===== src/logic/smc_pkg.sv =====
// Constants, register map and carrier types of the standby mode controller.
// Assumes one 20 MHz system clock and an Avalon-MM slave register port.
package smc_pkg;

    localparam int CLK_NS   = 50;
    localparam int MCYC_NS  = 200;
    localparam int MCYC_CYC = (MCYC_NS + CLK_NS - 1) / CLK_NS;

    localparam logic [4:0] OFS_CTRL_ONE = 5'h00;
    localparam logic [4:0] OFS_CTRL_TWO = 5'h04;
    localparam logic [4:0] OFS_BT_CTRL  = 5'h08;
    localparam logic [4:0] OFS_WARM     = 5'h0C;
    localparam logic [4:0] OFS_STATUS   = 5'h10;

    localparam int C1_DEEP_REQ = 0;
    localparam int C1_KEY_HIGH = 1;
    localparam int C1_VDET_RST = 2;
    localparam int C1_KEY_LSB  = 4;
    localparam int C2_NAP      = 0;
    localparam int C2_TG_HALT  = 1;
    localparam int C2_RUN_LSB  = 2;
    localparam int BT_EN       = 0;
    localparam int BT_SEL_LSB  = 1;
    localparam int BT_IRQ_IDX  = 5;

    localparam logic [7:0]  CTRL_ONE_RST = 8'h00;
    localparam logic [7:0]  CTRL_TWO_RST = 8'h00;
    localparam logic [3:0]  BT_CTRL_RST  = 4'h0;
    localparam logic [15:0] WARM_RST     = 16'h0010;

    typedef enum logic [2:0] {
        ST_RUN  = 3'b000,
        ST_DEEP = 3'b001,
        ST_WARM = 3'b010,
        ST_CORE = 3'b011,
        ST_TGH  = 3'b100,
        ST_VRST = 3'b101
    } smc_state_type;

    typedef enum logic [1:0] {
        RUN_FAST_SINGLE = 2'b00,
        RUN_FAST_DUAL   = 2'b01,
        RUN_LOW_ONLY    = 2'b10
    } smc_run_type;

    typedef struct packed {
        logic cpu_stop;
        logic wdt_stop;
        logic periph_gate;
        logic osc_fast_en;
        logic osc_low_en;
        logic warm_fast_sel;
        logic pc_hold;
        logic vdet_reset;
    } smc_ctrl_type;

    typedef struct packed {
        logic       master_irq_enable;
        logic [7:0] irq_source_enable;
        logic [7:0] irq_latch;
        logic       wdt_irq;
    } smc_irq_type;

endpackage


===== src/logic/smc_ctrl.sv =====
// Standby mode controller: deep halt with key and voltage release, warm-up,
// core halt and timing-generator halt, reached over an Avalon-MM slave.
// Assumes the interrupt controller runs on clk; pins and detector are async.
//
// Contract
// Key wakeup pin at selectable high or low level releases deep halt.
// Once warm-up starts, deep halt is never re-entered from key level.
// Voltage-detect reset mode: supply below threshold leaves deep halt, asserts reset.
// Supply recovery drops that reset, runs warm-up, then single-clock fast run.
// Recovery within one machine cycle of deep-halt request does not release.
// Release restarts oscillators, then holds everything stopped during warm-up.
// After warm-up resume next instruction and clear prescaler and divider.
// Oscillators restarted follow the run mode held at deep-halt entry.
// Returning to dual-clock fast run clocks the warm-up divider from fast oscillator.
// Core halt stops CPU and watchdog, peripherals run, state retained.
// In core or timing halt the program counter is held.
// Software clears master enable, sets wake enables, then writes nap bit.
// Release condition already true at request keeps nap bit clear, no halt.
// Watchdog interrupt just before halt entry is serviced and halt skipped.
// Core-halt release clears nap bit and returns to preceding run mode.
// Pin, power-on or voltage reset releases any halt, then warm-up, fast run.
// Master enable 0: enabled latch releases core halt, no service, next instruction.
// Master enable 1: enabled latch releases core halt and interrupt is serviced.
// Timing halt gates peripheral clocks except base timer, state retained.
// Software disables timers, then writes timing halt bit.
// Timing-halt release clears bit, returns, sets base timer latch if enabled.
// All three enables 0: falling source edge releases, next instruction.
// All three enables 1: falling source edge releases, then base timer service.
// Key pins and voltage detector are synchronised before use.
//
// The Avalon-MM slave port and the register offsets are this design's own decisions.
`timescale 1ns/1ns
`default_nettype none
module smc_ctrl
    import smc_pkg::*;
(
    input  wire logic        clk,               // System clock, 20 MHz.
    input  wire logic        reset,             // Pin or power-on reset, sync.
    input  wire logic [4:0]  address,           // Avalon byte address.
    input  wire logic        read,              // Avalon read request.
    input  wire logic        write,             // Avalon write request.
    input  wire logic [31:0] writedata,         // Avalon write data.
    output logic      [31:0] readdata,          // Avalon read data.
    output logic             waitrequest,       // Avalon wait request.
    input  wire logic [3:0]  key_pins,          // Key wakeup pins, async.
    input  wire logic        vdet_low,          // Supply below threshold, async.
    input  wire logic [7:0]  bt_src,            // Base timer source clocks, async.
    input  wire smc_irq_type irq_in,            // Interrupt controller state.
    output smc_ctrl_type     ctrl,              // Clock and core controls.
    output logic             prescaler_clear,   // Prescaler and divider clear pulse.
    output logic             resume_next,       // Resume at next instruction pulse.
    output logic             irq_service,       // Service pending interrupt pulse.
    output logic             base_timer_irq_set // Base timer latch set pulse.
);

    // ----------------------------------------------------------------
    // Input synchronisers
    // ----------------------------------------------------------------
    logic [3:0] key_m_r, key_s_r;
    logic       vdet_m_r, vdet_s_r;
    logic [7:0] bt_m_r, bt_s_r;
    logic       bt_prev_r;

    always_ff @(posedge clk) begin
        key_m_r  <= key_pins;
        key_s_r  <= key_m_r;
        vdet_m_r <= vdet_low;
        vdet_s_r <= vdet_m_r;
        bt_m_r   <= bt_src;
        bt_s_r   <= bt_m_r;
    end

    // ----------------------------------------------------------------
    // Registers and bus slave
    // ----------------------------------------------------------------
    logic [7:0]    ctrl_one_r, ctrl_two_r;
    logic [3:0]    bt_ctrl_r;
    logic [15:0]   warm_load_r;
    logic          ack_r;
    smc_state_type state_r, state_nxt;
    smc_run_type   run_r;

    wire acc    = (read | write) & ack_r;
    wire wr_one = acc & write & (address == OFS_CTRL_ONE);
    wire wr_two = acc & write & (address == OFS_CTRL_TWO);

    assign waitrequest = (read | write) & ~ack_r;

    function automatic logic [31:0] reg_read(input logic [4:0] a);
        case (a)
            OFS_CTRL_ONE: reg_read = {24'h00_0000, ctrl_one_r};
            OFS_CTRL_TWO: reg_read = {24'h00_0000, ctrl_two_r};
            OFS_BT_CTRL:  reg_read = {28'h000_0000, bt_ctrl_r};
            OFS_WARM:     reg_read = {16'h0000, warm_load_r};
            OFS_STATUS:   reg_read = {19'h0_0000, state_r, run_r, ctrl};
            default:      reg_read = 32'h0000_0000;
        endcase
    endfunction

    always_ff @(posedge clk) begin
        if (reset) begin
            ack_r    <= 1'b0;
            readdata <= 32'h0000_0000;
        end else begin
            ack_r <= (read | write) & ~ack_r;
            if (read & ~ack_r) begin
                readdata <= reg_read(address);
            end
        end
    end

    always_ff @(posedge clk) begin
        if (reset) begin
            bt_ctrl_r   <= BT_CTRL_RST;
            warm_load_r <= WARM_RST;
        end else if (acc & write) begin
            if (address == OFS_BT_CTRL) begin
                bt_ctrl_r <= writedata[3:0];
            end
            if (address == OFS_WARM) begin
                warm_load_r <= writedata[15:0];
            end
        end
    end

    // ----------------------------------------------------------------
    // Release conditions
    // ----------------------------------------------------------------
    logic [$clog2(MCYC_CYC+1)-1:0] mc_cnt_r, guard_r;
    logic [15:0] warm_cnt_r;

    wire mc_tick   = (mc_cnt_r == '0);
    wire [3:0] key_en = ctrl_one_r[C1_KEY_LSB +: 4];
    wire key_hit   = |(key_en & (ctrl_one_r[C1_KEY_HIGH] ? key_s_r : ~key_s_r));
    wire vdet_hit  = ctrl_one_r[C1_VDET_RST] & vdet_s_r;
    wire bt_now    = bt_s_r[bt_ctrl_r[BT_SEL_LSB +: 3]];
    wire bt_fall   = bt_prev_r & ~bt_now;
    wire pending   = |(irq_in.irq_latch & irq_in.irq_source_enable);
    wire bt_all    = irq_in.master_irq_enable & bt_ctrl_r[BT_EN]
                   & irq_in.irq_source_enable[BT_IRQ_IDX];
    wire nap_req   = wr_two & writedata[C2_NAP];
    wire tg_req    = wr_two & writedata[C2_TG_HALT];
    wire deep_req  = wr_one & writedata[C1_DEEP_REQ];
    wire nap_skip  = pending | irq_in.wdt_irq;
    wire warm_done = (state_r == ST_WARM) & mc_tick & (warm_cnt_r == 16'h0000);

    always_ff @(posedge clk) begin
        if (reset) begin
            bt_prev_r <= 1'b0;
            mc_cnt_r  <= '0;
        end else begin
            bt_prev_r <= bt_now;
            mc_cnt_r  <= mc_tick ? ($bits(mc_cnt_r))'(MCYC_CYC - 1) : mc_cnt_r - 1'b1;
        end
    end

    // ----------------------------------------------------------------
    // Mode state machine
    // ----------------------------------------------------------------
    always_comb begin
        state_nxt = state_r;
        case (state_r)
            ST_RUN: begin
                if (deep_req) begin
                    state_nxt = ST_DEEP;
                end else if (nap_req & ~nap_skip) begin
                    state_nxt = ST_CORE;
                end else if (tg_req & ~irq_in.wdt_irq) begin
                    state_nxt = ST_TGH;
                end
            end
            ST_DEEP: begin
                if (key_hit) begin
                    state_nxt = ST_WARM;
                end
            end
            ST_WARM: begin
                if (warm_done) begin
                    state_nxt = ST_RUN;
                end
            end
            ST_CORE: begin
                if (pending) begin
                    state_nxt = ST_RUN;
                end
            end
            ST_TGH: begin
                if (bt_fall) begin
                    state_nxt = ST_RUN;
                end
            end
            ST_VRST: begin
                if (!vdet_hit) begin
                    state_nxt = ST_WARM;
                end
            end
            default: state_nxt = ST_RUN;
        endcase
        if (vdet_hit && !(state_r == ST_DEEP && guard_r != '0)) begin
            state_nxt = ST_VRST;
        end
    end

    always_ff @(posedge clk) begin
        if (reset) begin
            state_r <= ST_WARM;
        end else begin
            state_r <= state_nxt;
        end
    end

    always_ff @(posedge clk) begin
        if (reset) begin
            guard_r <= '0;
        end else if (state_r == ST_RUN && state_nxt == ST_DEEP) begin
            guard_r <= ($bits(guard_r))'(MCYC_CYC);
        end else if (guard_r != '0) begin
            guard_r <= guard_r - 1'b1;
        end
    end

    always_ff @(posedge clk) begin
        if (reset) begin
            run_r <= RUN_FAST_SINGLE;
        end else if (state_nxt == ST_VRST) begin
            run_r <= RUN_FAST_SINGLE;
        end else if (state_r == ST_RUN) begin
            run_r <= smc_run_type'(ctrl_two_r[C2_RUN_LSB +: 2]);
        end
    end

    always_ff @(posedge clk) begin
        if (reset || state_r != ST_WARM) begin
            warm_cnt_r <= warm_load_r;
        end else if (mc_tick && warm_cnt_r != 16'h0000) begin
            warm_cnt_r <= warm_cnt_r - 16'h0001;
        end
    end

    // ----------------------------------------------------------------
    // Control bits: request bits are cleared by hardware on release
    // ----------------------------------------------------------------
    always_ff @(posedge clk) begin
        if (reset) begin
            ctrl_one_r <= CTRL_ONE_RST;
        end else if (wr_one) begin
            ctrl_one_r <= writedata[7:0];
        end else if (state_r == ST_WARM && state_nxt == ST_RUN) begin
            ctrl_one_r[C1_DEEP_REQ] <= 1'b0;
        end
    end

    always_ff @(posedge clk) begin
        if (reset) begin
            ctrl_two_r <= CTRL_TWO_RST;
        end else if (wr_two) begin
            ctrl_two_r <= writedata[7:0];
            ctrl_two_r[C2_NAP] <= writedata[C2_NAP] & ~nap_skip & ~deep_req;
            ctrl_two_r[C2_TG_HALT] <= writedata[C2_TG_HALT] & ~irq_in.wdt_irq
                                    & ~(writedata[C2_NAP] & ~nap_skip) & ~deep_req;
        end else if (state_nxt == ST_VRST) begin
            ctrl_two_r <= CTRL_TWO_RST;
        end else if (state_nxt != state_r && state_nxt != ST_CORE && state_nxt != ST_TGH) begin
            ctrl_two_r[C2_NAP]     <= 1'b0;
            ctrl_two_r[C2_TG_HALT] <= 1'b0;
        end
    end

    // ----------------------------------------------------------------
    // Registered outputs
    // ----------------------------------------------------------------
    function automatic smc_ctrl_type ctrl_of(input smc_state_type s, input smc_run_type r);
        ctrl_of = '0;
        case (s)
            ST_RUN, ST_CORE, ST_TGH, ST_WARM: begin
                ctrl_of.osc_fast_en   = (r != RUN_LOW_ONLY);
                ctrl_of.osc_low_en    = (r != RUN_FAST_SINGLE);
                ctrl_of.warm_fast_sel = (r != RUN_LOW_ONLY);
            end
            default: ctrl_of = '0;
        endcase
        ctrl_of.cpu_stop    = (s != ST_RUN);
        ctrl_of.wdt_stop    = (s != ST_RUN);
        ctrl_of.periph_gate = (s == ST_TGH) | (s == ST_DEEP) | (s == ST_WARM);
        ctrl_of.pc_hold     = (s == ST_CORE) | (s == ST_TGH);
        ctrl_of.vdet_reset  = (s == ST_VRST);
    endfunction

    smc_run_type run_nxt;
    assign run_nxt = (state_nxt == ST_VRST) ? RUN_FAST_SINGLE : run_r;

    always_ff @(posedge clk) begin
        if (reset) begin
            ctrl               <= '0;
            prescaler_clear    <= 1'b0;
            resume_next        <= 1'b0;
            irq_service        <= 1'b0;
            base_timer_irq_set <= 1'b0;
        end else begin
            ctrl            <= ctrl_of(state_nxt, run_nxt);
            prescaler_clear <= warm_done & ~vdet_hit;
            resume_next     <= (warm_done & ~vdet_hit)
                             | (state_r == ST_CORE & pending & ~irq_in.master_irq_enable
                                & ~vdet_hit)
                             | (state_r == ST_TGH & bt_fall & ~bt_all & ~vdet_hit);
            irq_service     <= (state_r == ST_CORE & pending & irq_in.master_irq_enable
                                & ~vdet_hit)
                             | (state_r == ST_TGH & bt_fall & bt_all & ~vdet_hit);
            base_timer_irq_set <= state_r == ST_TGH & bt_fall & bt_ctrl_r[BT_EN]
                                & ~vdet_hit;
        end
    end
endmodule
`default_nettype wire


===== config.mk =====
export PLATFORM = sky130hd
export DESIGN_NAME = smc_ctrl
export DESIGN_NICKNAME = d
export VERILOG_FILES = /design/src/logic/smc_pkg.sv /design/src/logic/smc_ctrl.sv
export SDC_FILE = /design/constraint.sdc
export NUM_CORES = 1
export LEC_CHECK = 0
export BUFFER_PORTS_ARGS = -buffer_cell sky130_fd_sc_hd__buf_2
export CORE_MARGIN = 2
export CORE_UTILIZATION = 25
export CTS_BUF_LIST = sky130_fd_sc_hd__clkbuf_4 sky130_fd_sc_hd__clkbuf_8
export CTS_CLUSTER_DIAMETER = 80
export DETAILED_ROUTE_END_ITERATION = 8
export SLEW_MARGIN = 20
export SYNTH_ARGS = -nofsm -noshare
export SYNTH_HDL_FRONTEND = slang
export SYNTH_SLANG_ARGS = --single-unit

===== constraint.sdc =====
create_clock -name clk -period 3.18 [get_ports clk]
set_input_delay 0.954 -clock clk [delete_from_list [all_inputs] [get_ports clk]]
set_output_delay 0.954 -clock clk [all_outputs]
set_load 0.02 [all_outputs]

==> reports/summary.txt <==
status -> finished clean
RSZ-0062 raised after global routing -> false
H-tree Lvls -> 4
post-route ant nets -> 0
CTS tree -> yes
Arr. time, crit path -> 3.15 ns
Vias/cell -> 4.48
R2R cell count -> 7
main combinational cell family by area after synthesis -> simple AND/OR/NAND/NOR gates
Die Area -> 21300 sq um
DR WL/cell -> 14.4 um
DRT Pass-1 Iters -> 5
DRT iter0 DRCs -> 295
Critical Path Source Type -> flop
std cell rows -> 51
Design Power -> 3.30 mW
CTS Buffer Depth -> 2
Worst Hold Class -> flop to flop
Netlist cell types -> 60
largest net degree at the start of global routing -> 51
FF-to-FF setup slack -> 0.35 ns
Final Cycle Share -> 0.889
compound-gate portion of the synthesized area -> 0.133
worst hold margin -> 0.327 ns
Most used DFF post-synth -> dfxtp_1
post-synthesis adder-cell area fraction -> 0.0174
Internal -> 2.41 mW
Clk pin slew, worst setup/hold paths -> 0.08 ns
via count -> 4088
# IOs -> 117
Cell Area, Synth -> 5030 sq um
PortBufs -> 84
Worst setup startpoint -> warm_cnt_r[8]
Cells after Synth -> 535
Pwr per Cell Area -> 538 nW/um^2
Logic pwr share -> 0.112
Resize count post-CTS -> 0
Switching Fraction -> 0.271
Cell Chain, Critical Path -> nor4_1 -> nand4_1 -> o311ai_1 -> nand3b_2 -> o21a_1 -> o31ai_2 -> o2bb2ai_1
HPWL Detailed -> 9.82 mm
area of the core -> 19600 sq um
# fillers -> 2086
share of cells above drive strength 1 -> 0.241
Seq/Total Area, Yosys -> 0.498
yosys warns -> 0
area grow syn2layout -> 22.0%
Clock Latency Late Sink -> 0.44 ns
final setup vio count -> 0
Worst Tran Pin Value -> 0.660 ns
Initial Utilization -> 0.257
crit-path max FO -> 5
clk_skew -> 0.0128 ns
Fin Setup TNS -> 0 ns
area of the multi-input gates -> 2300 sq um
xor-xnor portion of the synthesized cell area -> 0.0296
CTS Sinks -> 117
vias in the first global route -> 4073
Residual DRC -> 0
total of max-cap violations -> 0
placed cell count -> 877
r2r startpoint -> warm_cnt_r[8]
GRT Util Overall -> 0.128
WS Path Type -> flop to flop
global-route wire length before repair -> 21.2 mm
Final Non-Filler Cells -> 913
Routed WL -> 13.1 mm
VDD IR max -> 0.000237 V
worst setup path endpoint -> ctrl_two_r[1]
Seq pwr share -> 0.498
CP peak stage delay -> 0.56 ns
gpl congestion -> 0.838
Crit-path slowest cell -> nor4_1
CP endpoint kind -> flop
Min Clock Period, post-route -> 2.83 ns
RR Endpoint -> ctrl_two_r[1]
Leak -> 2.39 nW
CTS root buffer -> clkbuf_8
fin. max-slew vios -> 0
number of synthesized flops with an enable pin -> 16
height of the die -> 146 um
Psw -> 0.894 mW
chip width -> 146 um
antenna violations before repair -> 5
Async SR Flop Fraction -> 0
Post-Synth Simple-Gate Area -> 0.200
gr ovfl total -> 0
Worst EP required -> 3.50 ns
Final nets -> 710
Post-CTS Hold Buffers -> 0
Num CTS Buffers -> 17
mux cell area share after synthesis -> 0.0647
Clk pwr share -> 0.390
Final Hold Viols -> 0
Syn Area/Cell -> 9.40 sq um
post-CTS setup buffers -> 0
storage element area -> 2500 sq um
relative slew slack -> 0.559
fmax -> 0.354 GHz
hold path depth -> 0
FF+latch count, synth -> 117
## synthesized netlist by cell type, drive strengths merged, types with 4 or more instances
| cell | count | area share |
|---|---|---|
| a222oi | 5 | 0.010 |
| a31oi | 5 | 0.0062 |
| nand2 | 53 | 0.040 |
| mux2i | 19 | 0.038 |
| mux4 | 6 | 0.027 |
| inv | 17 | 0.013 |
| xnor2 | 12 | 0.021 |
| a21oi | 46 | 0.046 |
| a22o | 4 | 0.0087 |
| xor2 | 5 | 0.0087 |
| and3 | 4 | 0.0050 |
| buf | 22 | 0.030 |
| clkbuf | 18 | 0.013 |
| nand3 | 9 | 0.0090 |
| nor4 | 7 | 0.010 |
| or4 | 4 | 0.0082 |
| nor3 | 16 | 0.019 |
| dfxtp | 101 | 0.40 |
| and2 | 4 | 0.0050 |
| o21ai | 9 | 0.0090 |
| a22oi | 15 | 0.022 |
| edfxtp | 16 | 0.096 |
| nand2b | 7 | 0.0087 |
| nor2 | 86 | 0.065 |
| ha | 7 | 0.017 |
## flip-flops by register name (all words and copies together), names as in the netlist, 2 cells and up
| name | count |
|---|---|
| key_m_r | 4 |
| state_r | 3 |
| warm_cnt_r | 16 |
| ctrl_two_r | 8 |
| bt_s_r | 8 |
| mc_cnt_r | 3 |
| readdata | 16 |
| ctrl | 6 |
| key_s_r | 4 |
| bt_ctrl_r | 4 |
| bt_m_r | 8 |
| guard_r | 3 |
| ctrl_one_r | 8 |
| run_r | 2 |
| warm_load_r | 16 |
## cell families after synthesis
| family | Yosys count |
|---|---|
| buffers and inverters | 57 |
| and+or+nand+nor | 209 |
| adders and majority gates | 7 |
| muxes | 25 |
| xor gates and xnor gates | 17 |
| AOI/OAI and AO/OA | 102 |
| other | 1 |
| DFF | 117 |
## power groups by stage
| stage | Combinational [mW] | Sequential [mW] | Clock [mW] |
|---|---|---|---|
| floorplan | 0.276 | 1.67 | 0 |
| global placement | 0.365 | 1.67 | 0 |
| detailed placement | 0.369 | 1.68 | 0 |
| CTS | 0.372 | 1.64 | 1.34 |
| global route | 0.421 | 1.65 | 1.41 |
| finish | 0.369 | 1.64 | 1.29 |
## critical path: cells and delay by family (launching register included)
family / cells / cell delay [ns]
and+or+nand+nor: 3 / 1.11
DFF: 1 / 0.48
AOI/OAI and AO/OA: 4 / 1.13
## metal layers
| layer | global-route usage | part of all wire | vias up |
|---|---|---|---|
| met5 | 0 | 0 | - |
| met4 | 0.0652 | 0.025 | 0 |
| met3 | 0.0417 | 0.064 | 16 |
| met2 | 0.194 | 0.46 | 118 |
| met1 | 0.163 | 0.45 | 1911 |
| li1 | - | - | 2043 |
## cells in the final DEF, fill, tap and decap left out, drive strengths merged, types with 12 or more instances in the layout
master | netlist | routed
inv | 17 | 20
a22oi | 15 | 15
dfxtp | 101 | 101
buf | 22 | 102
clkbuf | 18 | 20
nor3 | 16 | 16
xnor2 | 12 | 12
a21oi | 46 | 46
edfxtp | 16 | 16
nor2 | 86 | 86
nand2 | 53 | 53
mux2i | 19 | 19
conb | 1 | 16
## through the flow
stage          setup slack (ns)   util  area (sq um)
2_1_floorplan             0.357      -          5080
3_3_place_gp             0.0689  0.294          5750
3_5_place_dp             0.0601  0.294          5750
4_1_cts                   0.417  0.312          6120
5_1_grt                   0.202  0.313          6130
6_report                  0.352  0.313          6130
## worst min path at each step
stage | to | startpoint | slack (ns)
after floorplan | bt_s_r[0] | bt_m_r[0] | 0.31
after global placement | key_s_r[3] | key_m_r[3] | 0.31
after detailed placement | bt_s_r[1] | bt_m_r[1] | 0.31
after CTS | bt_s_r[7] | bt_m_r[7] | 0.32
after global routing | bt_s_r[1] | bt_m_r[1] | 0.34
final | bt_s_r[4] | bt_m_r[4] | 0.33
## area by class of cell
class,instances,area share
clock buffer,20,0.0439
timing repair buffer,102,0.0906
clock inverter,11,0.0165
sequential,117,0.408
inverter,17,0.0104
tap,265,0.0541
multi-input combinational,376,0.375
antenna,5,0.00204
Note: power is estimated with default switching activity, not from simulation.
